### config.mk
export PLATFORM = sky130hd
export DESIGN_NAME = ldfc_regs
export DESIGN_NICKNAME = d
export VERILOG_FILES = /design/src/core/ldfc_sync2.v /design/src/core/ldfc_regs.v
export VERILOG_INCLUDE_DIRS = /design/src /design/src/core
export SDC_FILE = /design/constraint.sdc
export NUM_CORES = 1
export LEC_CHECK = 0
export BUFFER_PORTS_ARGS = -buffer_cell sky130_fd_sc_hd__buf_2
export CAP_MARGIN = 0
export CORE_ASPECT_RATIO = 1.5
export CORE_UTILIZATION = 25
export CTS_CLUSTER_DIAMETER = 30
export DETAILED_ROUTE_END_ITERATION = 6
export SYNTH_ARGS = -nofsm -noshare
export SYNTH_HDL_FRONTEND = slang
export SYNTH_SLANG_ARGS = --single-unit
### constraint.sdc
create_clock -name mclk -period 6.9 [get_ports mclk]
set_input_delay 1.035 -clock mclk [delete_from_list [all_inputs] [get_ports mclk]]
set_output_delay 1.035 -clock mclk [all_outputs]
set_load 0.01 [all_outputs]
### src/core/ldfc_consts.vh
`ifndef LDFC_CONSTS_VH
`define LDFC_CONSTS_VH

// Register addresses on the serial interface.
`define LDFC_ADDR_LOCK_SEL    7'h3d
`define LDFC_ADDR_RSVD_WORD   7'h3e
`define LDFC_ADDR_FAST_CAL    7'h40

// Reset values (reserved bits reset to zero).
`define LDFC_RST_LOCK_SEL     16'h0001
`define LDFC_RST_RSVD_WORD    16'h0000
`define LDFC_RST_FAST_CAL     16'h006f

// Field positions.
`define LDFC_BIT_LOCK_KIND    0
`define LDFC_BIT_QUICK_AMPLITUDE_CAL_ENABLE    9
`define LDFC_BIT_QUICK_FREQUENCY_CAL_ENABLE    8
`define LDFC_AJUMP_MSB        7
`define LDFC_AJUMP_LSB        5
`define LDFC_FJUMP_MSB        3
`define LDFC_FJUMP_LSB        0

// Serial frame layout: one direction bit, seven address bits, sixteen data bits.
`define LDFC_FRAME_BITS       5'd24
`define LDFC_HDR_BITS         5'd8
`define LDFC_MUX_LOCK_DETECT  1'b1

`endif

### src/core/ldfc_sync2.v
`timescale 1ns/1ps

// Two-stage synchroniser for signals arriving from outside the clock domain.
module ldfc_sync2 #(
  parameter             WIDTH   = 1,
  parameter [WIDTH-1:0] RST_VAL = {WIDTH{1'b0}}
) (
  // Clock and reset
  input  wire             mclk,
  input  wire             rst_n,
  // Data
  input  wire [WIDTH-1:0] async_in,
  output reg  [WIDTH-1:0] sync_out
);

  reg [WIDTH-1:0] meta_reg;

  always @(posedge mclk or negedge rst_n) begin
    if (!rst_n) begin
      // Each bit resets to the idle level of the pin it follows.
      meta_reg <= RST_VAL;
      sync_out <= RST_VAL;
    end else begin
      meta_reg <= async_in;
      sync_out <= meta_reg;
    end
  end

endmodule

### src/core/ldfc_regs.v
// Overview of operation
// Lock kind bit 0 defaults 1; shown on status pin only when pin select is 1.
// Kind 0: status pin goes high once automatic calibration completed successfully.
// Kind 1: status pin high when tuning voltage in range, low otherwise.
// Bit 9 of calibration register enables fast amplitude calibration, reset 0.
// Bit 8 of calibration register enables fast frequency calibration, reset 0.
// Bits 7:5, default 3, amplitude jump step, effective only with fast amplitude.
// Bits 3:0, default 15, frequency jump step, effective only with fast frequency.
// Host writes all unnamed bits with their register-map default values.
`timescale 1ns/1ps
`include "ldfc_consts.vh"

module ldfc_regs (
  // Clock and reset
  input  wire       mclk,
  input  wire       rst_n,
  // Four-wire serial programming interface
  input  wire       spi_csb_n,
  input  wire       spi_sck,
  input  wire       spi_sdi,
  output reg        spi_sdo,
  output reg        spi_sdo_oe,
  // Status sources from the synthesizer core
  input  wire       cal_done,
  input  wire       vtune_in_range,
  input  wire       status_pin_source_select,
  // Status pin
  output reg        status_output_pin,
  // Calibration controls
  output reg        quick_amplitude_cal_enable,
  output reg        quick_frequency_cal_enable,
  output reg  [2:0] amplitude_cal_step,
  output reg  [3:0] frequency_cal_step
);

  // ----------------------------------------
  // Input synchronisation
  // ----------------------------------------
  wire [5:0] sync_bus;
  wire       csb_s;
  wire       sck_s;
  wire       sdi_s;
  wire       cal_done_s;
  wire       vtune_s;
  wire       sel_s;

  // Chip select resets to its idle high level so that no false frame start
  // is seen while the synchronisers fill after reset.
  ldfc_sync2 #(.WIDTH(6), .RST_VAL(6'h01)) u_sync (
    .mclk     (mclk),
    .rst_n    (rst_n),
    .async_in ({status_pin_source_select, vtune_in_range, cal_done,
                spi_sdi, spi_sck, spi_csb_n}),
    .sync_out (sync_bus)
  );

  assign csb_s      = sync_bus[0];
  assign sck_s      = sync_bus[1];
  assign sdi_s      = sync_bus[2];
  assign cal_done_s = sync_bus[3];
  assign vtune_s    = sync_bus[4];
  assign sel_s      = sync_bus[5];

  // ----------------------------------------
  // Serial frame engine
  // ----------------------------------------
  // The serial clock is oversampled by mclk, so it must run well below
  // a quarter of mclk for both edges to be seen.
  // A frame is a direction bit, seven address bits and sixteen data bits,
  // most significant bit first. Raising chip select early drops the frame,
  // and clock edges after the twenty-fourth are ignored.
  reg        sck_d_reg;
  reg [4:0]  bit_cnt_reg;
  reg [22:0] shift_reg;
  reg        read_reg;
  reg [15:0] rd_shift_reg;
  reg [15:0] lock_sel_reg;
  reg [15:0] rsvd_word_reg;
  reg [15:0] fast_cal_reg;

  wire       sck_rise;
  wire       sck_fall;
  wire       active;
  wire [4:0] bit_cnt_next;
  wire [6:0] addr_next;
  wire       frame_done;
  wire       hdr_done;

  assign sck_rise     = sck_s & ~sck_d_reg;
  assign sck_fall     = ~sck_s & sck_d_reg;
  assign active       = ~csb_s;
  assign bit_cnt_next = bit_cnt_reg + 5'd1;
  assign hdr_done     = active & sck_rise & (bit_cnt_next == `LDFC_HDR_BITS);
  assign frame_done   = active & sck_rise & (bit_cnt_next == `LDFC_FRAME_BITS);
  assign addr_next    = {shift_reg[5:0], sdi_s};

  // ----------------------------------------
  // Read-back selection
  // ----------------------------------------
  // Read data selected by the address gathered so far.
  reg [15:0] rd_data;
  always @* begin
    if (addr_next == `LDFC_ADDR_LOCK_SEL) begin
      rd_data = lock_sel_reg;
    end else if (addr_next == `LDFC_ADDR_RSVD_WORD) begin
      rd_data = rsvd_word_reg;
    end else if (addr_next == `LDFC_ADDR_FAST_CAL) begin
      rd_data = fast_cal_reg;
    end else begin
      rd_data = 16'h0000;
    end
  end

  always @(posedge mclk or negedge rst_n) begin
    if (!rst_n) begin
      sck_d_reg    <= 1'b0;
      bit_cnt_reg  <= 5'd0;
      shift_reg    <= 23'h000000;
      read_reg     <= 1'b0;
      rd_shift_reg <= 16'h0000;
      spi_sdo      <= 1'b0;
      spi_sdo_oe   <= 1'b0;
    end else begin
      sck_d_reg <= sck_s;
      if (!active) begin
        bit_cnt_reg <= 5'd0;
        read_reg    <= 1'b0;
        spi_sdo_oe  <= 1'b0;
        spi_sdo     <= 1'b0;
      end else begin
        if (sck_rise && bit_cnt_reg != `LDFC_FRAME_BITS) begin
          bit_cnt_reg <= bit_cnt_next;
          shift_reg   <= {shift_reg[21:0], sdi_s};
          if (bit_cnt_reg == 5'd0) begin
            read_reg <= sdi_s;
          end
        end
        if (hdr_done && read_reg) begin
          rd_shift_reg <= rd_data;
        end
        // Read data leaves on falling edges so the host samples it on rising ones.
        if (sck_fall && read_reg && bit_cnt_reg >= `LDFC_HDR_BITS &&
            bit_cnt_reg != `LDFC_FRAME_BITS) begin
          spi_sdo      <= rd_shift_reg[15];
          spi_sdo_oe   <= 1'b1;
          rd_shift_reg <= {rd_shift_reg[14:0], 1'b0};
        end
      end
    end
  end

  // ----------------------------------------
  // Register file
  // ----------------------------------------
  // Reserved bits are stored as written; the host keeps them at defaults.
  wire [15:0] wr_data;
  wire [6:0]  wr_addr;
  wire        wr_lock_hit;
  wire        wr_rsvd_hit;
  wire        wr_cal_hit;
  assign wr_data = {shift_reg[14:0], sdi_s};
  assign wr_addr = shift_reg[21:15];
  // Writes commit on the twenty-fourth serial clock rise; reads never write.
  assign wr_lock_hit = frame_done & ~read_reg & (wr_addr == `LDFC_ADDR_LOCK_SEL);
  assign wr_rsvd_hit = frame_done & ~read_reg & (wr_addr == `LDFC_ADDR_RSVD_WORD);
  assign wr_cal_hit  = frame_done & ~read_reg & (wr_addr == `LDFC_ADDR_FAST_CAL);

  always @(posedge mclk or negedge rst_n) begin
    if (!rst_n) begin
      lock_sel_reg  <= `LDFC_RST_LOCK_SEL;
      rsvd_word_reg <= `LDFC_RST_RSVD_WORD;
      fast_cal_reg  <= `LDFC_RST_FAST_CAL;
    end else begin
      if (wr_lock_hit) begin
        lock_sel_reg <= wr_data;
      end else if (wr_rsvd_hit) begin
        rsvd_word_reg <= wr_data;
      end else if (wr_cal_hit) begin
        fast_cal_reg <= wr_data;
      end
    end
  end

  // ----------------------------------------
  // Status pin and calibration controls
  // ----------------------------------------
  // A disabled fast mode presents a zero step so the calibrator cannot
  // pick up a stale increment.
  // Status sources pass the two-flop synchroniser and this register, so
  // the pin trails its source by three clock edges.
  always @(posedge mclk or negedge rst_n) begin
    if (!rst_n) begin
      status_output_pin          <= 1'b0;
      quick_amplitude_cal_enable <= 1'b0;
      quick_frequency_cal_enable <= 1'b0;
      amplitude_cal_step         <= 3'h0;
      frequency_cal_step         <= 4'h0;
    end else begin
      if (sel_s == `LDFC_MUX_LOCK_DETECT) begin
        if (lock_sel_reg[`LDFC_BIT_LOCK_KIND]) begin
          status_output_pin <= vtune_s;
        end else begin
          status_output_pin <= cal_done_s;
        end
      end else begin
        status_output_pin <= 1'b0;
      end
      quick_amplitude_cal_enable <= fast_cal_reg[`LDFC_BIT_QUICK_AMPLITUDE_CAL_ENABLE];
      quick_frequency_cal_enable <= fast_cal_reg[`LDFC_BIT_QUICK_FREQUENCY_CAL_ENABLE];
      if (fast_cal_reg[`LDFC_BIT_QUICK_AMPLITUDE_CAL_ENABLE]) begin
        amplitude_cal_step <= fast_cal_reg[`LDFC_AJUMP_MSB:`LDFC_AJUMP_LSB];
      end else begin
        amplitude_cal_step <= 3'h0;
      end
      if (fast_cal_reg[`LDFC_BIT_QUICK_FREQUENCY_CAL_ENABLE]) begin
        frequency_cal_step <= fast_cal_reg[`LDFC_FJUMP_MSB:`LDFC_FJUMP_LSB];
      end else begin
        frequency_cal_step <= 4'h0;
      end
    end
  end

endmodule

* Word-level counts from Yosys, hierarchy flattened
Index checks and enable logic that the tools add are counted.
Word-level totals: bits of input ports 8, bits in registers 117, logic and storage cells 76
Cells by class: reductions and logical operators 15, bitwise operators 15, mux-type cells 18, equal/unequal tests 9, $lt $le $gt $ge 1, $add $sub $neg 1
Operators with widths (number):
- two-way mux 16 bit | 5
- equality test 7 x 6 -> 1 bit (second input constant) | 4
- equality test 7 bit (second input constant) | 2
- two-way mux 5 bit | 2
- bitwise AND 1 bit | 9
- two-way mux 1 bit | 9
- AND reduction 2 bit | 4
- nonzero test 2 bit | 4
- NOT 1 bit | 6
- adder 5 x 1 -> 5 bit (second input constant) | 1
- equality test 5 x 4 -> 1 bit (second input constant) | 1
- equality test 5 bit (second input constant) | 1
- greater-or-equal comparator 5 x 4 -> 1 bit (second input constant) | 1
- logical AND 1 bit | 5
- zero test 5 bit | 1
- != test 5 bit (second input constant) | 1
- two-way mux 4 bit | 1
- two-way mux 3 bit | 1
- AND reduction 3 bit | 1

* Logic depth before layout (Yosys ltp)
word-level depth 8, depth in mapped cells 9, gate-level depth less buffers 7

* Hierarchy
A second synthesis with hierarchy kept.
Second synthesis, totals: cells, all modules 361, area total of the unflattened synthesis 5036.1 um^2
Modules (own cells, without submodules):
- ldfc_regs | cells an instance 349, times used 1, area each 4733.3 um^2
- ldfc_sync2 | cells an instance 12, times used 1, area each 302.8 um^2

* Least setup slack after synthesis
No wires, ideal clock.
path kind reg-to-reg, start point register bit_cnt_reg[1], end point register rsvd_word_reg[0], stages on the path, launching flop included 8, clock period less this slack 2.379 ns, buffers on the path 1, setup time 0.125 ns, slack 4.521 ns, data required time 6.775 ns, data arrival time 2.253 ns, path through dfrtp_1 > ha_1 > nand4bb_4 > nor4b_2 > o211ai_4 > nor4b_4 > buf_8 > mux2_4
Between the ends: cells in the longest elaborated chain, start to end 7
Ends and longest elaborated chain:
- from (decl) | line ldfc_regs.v:73 | reg [4:0] bit_cnt_reg;
- from (signal assigned) | line ldfc_regs.v:132 | bit_cnt_reg <= bit_cnt_next;
- adder 5 x 1 -> 5 bit * | line ldfc_regs.v:92 | assign bit_cnt_next = bit_cnt_reg + 5'd1;
- equality test 5 bit (no line) *
- bitwise AND 1 bit * | line ldfc_regs.v:94 | assign frame_done = active & sck_rise & (bit_cnt_next == `LDFC_FRAME_BITS);
- bitwise AND 1 bit * | line ldfc_regs.v:164, ldfc_regs.v:165
- bitwise AND 1 bit | line ldfc_regs.v:164 | assign wr_lock_hit = frame_done & ~read_reg & (wr_addr == `LDFC_ADDR_LOCK_SEL);
- NOT 1 bit (no line)
- AND reduction 2 bit (no line) *
- to (signal assigned) | line ldfc_regs.v:171 | rsvd_word_reg <= `LDFC_RST_RSVD_WORD;
- to (signal assigned) | line ldfc_regs.v:177 | rsvd_word_reg <= wr_data;
- to (decl) | line ldfc_regs.v:78 | reg [15:0] rsvd_word_reg;
Mark *: on every way between the ends. The rest lies on a longest branch, timed or not. A chain may end at the register's enable or synchronous reset.

* Final worst setup path
start point register bit_cnt_reg[1], end point register lock_sel_reg[7]
Between the ends: cells in the longest elaborated chain, start to end 5
Ends and longest elaborated chain:
- adder 5 x 1 -> 5 bit | line ldfc_regs.v:92
- equality test 5 bit (no line)
- bitwise AND 1 bit | line ldfc_regs.v:94
- bitwise AND 1 bit (2 in series) | line ldfc_regs.v:164
- to (signal assigned) | line ldfc_regs.v:170 | lock_sel_reg <= `LDFC_RST_LOCK_SEL;
- to (signal assigned) | line ldfc_regs.v:175 | lock_sel_reg <= wr_data;
- to (decl) | line ldfc_regs.v:77 | reg [15:0] lock_sel_reg;
No other way between the ends.

==> flow_metrics.tcl <==
set metrics [dict create \
    tightestPinTransition_ps 1030 \
    fin_area_um2 5920 \
    drc_errors 0 \
    powerDensity_nw_per_um2 275 \
    path_clk_slew_ps 60 \
    dp_hpwl_um 6330 \
    path_depth 7 \
    ys_types 45 \
    die_x_um 117 \
    place_area_um2 5370 \
    required_ps 7190 \
    layout-drive-gt1-share_pct 36.6 \
    maxCapViolations 0 \
    min_from "u_sync.meta_reg[3]$_DFF_PN0_" \
    fin_ws_ps 4080 \
    finalHoldViolations 0 \
    status "finished clean" \
    pre_cts_ws_ps 4060 \
    largest_register_ffs 22 \
    clk_path_buf_depth 2 \
    ys_async_sr_fraction_pct 100 \
    port_buffers 19 \
    start_util_pct 25.3 \
    finalWeightedCongestion 0.771 \
    period_minus_slack_ps 2820 \
    row_count 63 \
    end_kind "flip-flop" \
    vias_per_cell 4.45 \
    power_leakage_nw 2.72 \
    slowest_stage "nor4_4" \
    cts-root-buf "clkbuf_16" \
    ys_warn_count 0 \
    r2r-end "lock_sel_reg[7]$_DFFE_PN0P_" \
    clock_sinks 117 \
    rsz0062_at_grt "no" \
    synth.most_common_cell "dfrtp_1" \
    diodes 0 \
    grt_start_max_net_pins 83 \
    slew_viol_final 0 \
    synth_top_area_share_pct 54.1 \
    fillCellCount 1986 \
    first_iter_violations 122 \
    final_nets 380 \
    synth_common_cells "dfrtp_1, mux2_2, a221o_1, a21oi_1, nor2_1" \
    grt_pass1_vias 3093 \
    numCtsBuffers 17 \
    ant_nets 0 \
    clock_latency_ps 410 \
    synth_area_um2 4990 \
    crit_path_end "lock_sel_reg[7]$_DFFE_PN0P_" \
    routed-via-count 2856 \
    cts_tree "built" \
    critPathLaunch "bit_cnt_reg[1]$_DFFE_PN0P_" \
    drt-total-wl_um 9700 \
    reg2reg_depth 7 \
    critPathMaxStageDelay_ps 600 \
    startpoint_type "flip-flop" \
    finalClockSkew_ps 10.5 \
    timing.rr.start "bit_cnt_reg[1]$_DFFE_PN0P_" \
    min_path_type "flip-flop to flip-flop" \
    utilization_pct 30.1 \
    ys_seq_area_share_pct 58.8 \
    area_growth_pct 18.6 \
    setup_tns_ps 0 \
    cp.arrival_ps 3100 \
    antenna_found_initial 0 \
    worstPathBufferInverterCount 1 \
    htreeDepth 4 \
    slew_headroom_pct 31.1 \
    r2r_slack_ps 4080 \
    ir_drop_mv 0.120 \
    cts_hold_buf 0 \
    critPathKind "flip-flop to flip-flop" \
    io-pin-count 20 \
    synth_nets 354 \
    max_freq_mhz 355 \
    grt_first_pass_wirelength_um 16400 \
    cts_resized 0 \
    synth.largest_area_cell "dfrtp_1" \
    cp_max_fo 9 \
    dieArea_um2 20600 \
    synth_top_flop_cell "dfrtp_1" \
    postSynthAreaPerCell_um2 14.6 \
    critical_path.cell_chain "ha_1, nand4bb_4, nor4b_2, o211ai_4, nor4_4, buf_4, mux2_1" \
    fin_crit_sh_pct 40.8 \
    synthTopCellsByArea "dfrtp_1, mux2_2, dfstp_2, a221o_1, mux2_4" \
    core_area_um2 19700 \
    finalSetupViolations 0 \
    die-height_um 175 \
    postCtsSetupBuffers 0 \
    synth_edf_count 0 \
    synth_cells 343 \
    wl_per_cell_um 15.1 \
    overflow 0 \
    grt_use_total_pct 10.3 \
    synth_seq_cells 117 \
    crit_family "simple AND/OR/NAND/NOR gates" \
    drt_pass1_iterations 4 \
]
-- cells by family (layout without fill, tap and decap cells) --
logic type	Yosys count	count (layout)	share of synthesized area, %
AOI/OAI and AO/OA	59	59	10.2
buffers and inverters	24	63	2.53
xor gates and xnor gates	6	6	1.43
and+or+nand+nor	60	60	8.94
adders and majority gates	3	3	0.752
DFF	117	117	58.8
muxes	74	74	17.3
-- worst reg2reg max path, cell delays in order, from the launching register on --
cell,delay [ps]
dfrtp_1,460
ha_1,240
nand4bb_4,140
nor4b_2,450
o211ai_4,150
nor4_4,600
buf_4,310
mux2_1,350
-- metrics by stage --
step / power [W] / hold slack, ps / instances
after global routing: 0.00170 / 355 / 642
after detailed placement: 0.000844 / 336 / 610
final: 0.00163 / 347 / 642
after CTS: 0.00166 / 349 / 642
after global placement: 0.000841 / 336 / 610
after floorplan: 0.000800 / 331 / 343
-- worst min-delay path by stage --
stage	cells after the start	end	slack, ps
floorplan	0	u_sync.sync_out[1]$_DFF_PN0_	330
global placement	0	u_sync.sync_out[5]$_DFF_PN0_	340
detailed placement	0	u_sync.sync_out[1]$_DFF_PN0_	340
CTS	0	u_sync.sync_out[2]$_DFF_PN0_	350
global route	0	u_sync.sync_out[3]$_DFF_PN0_	360
finish	0	u_sync.sync_out[3]$_DFF_PN0_	350
-- metal layers --
layer	vias up	part of all wire, %	global-route usage (%)
li1	1318	-	-
met4	0	0.96	5.03
met2	31	57	18.8
met5	-	0	0
met3	8	2.1	2.71
met1	1499	40	11.0
-- area by class of cell --
type | instances | area (µm²) | area share [%]
clock buffer | 19 | 453 | 7.65
clock inverter | 13 | 97.6 | 1.65
inverter | 7 | 26.3 | 0.444
multi-input combinational | 202 | 1950 | 32.9
sequential | 117 | 2940 | 49.6
tap | 260 | 325 | 5.49
timing repair buffer | 24 | 135 | 2.28
-- report_power, final --
part,internal [W],switching (W),total (W)
clock network,0.000480,0.000321,0.000801
logic,0.0000316,0.0000367,0.0000683
registers,0.000715,0.0000468,0.000761
-- placed cells by master (no fill, tap or decap), types with 3 or more instances in the layout --
cell	n
nand4_1	3
and2_1	8
a32o_1	8
a221o_1	15
nand2b_1	11
inv_6	4
a21oi_1	14
inv_1	7
ha_1	3
nor4_4	3
xor2_1	3
clkinvlp_4	4
dfrtp_1	108
clkbuf_16	17
mux2_1	10
a21o_1	8
buf_4	6
dfstp_2	9
nand2_1	3
nor2b_1	3
mux2_2	49
mux2i_1	5
buf_2	18
clkinv_2	3
nor2_1	12
o2bb2ai_1	7
mux2_4	10
(Power assumes the default switching activity.)
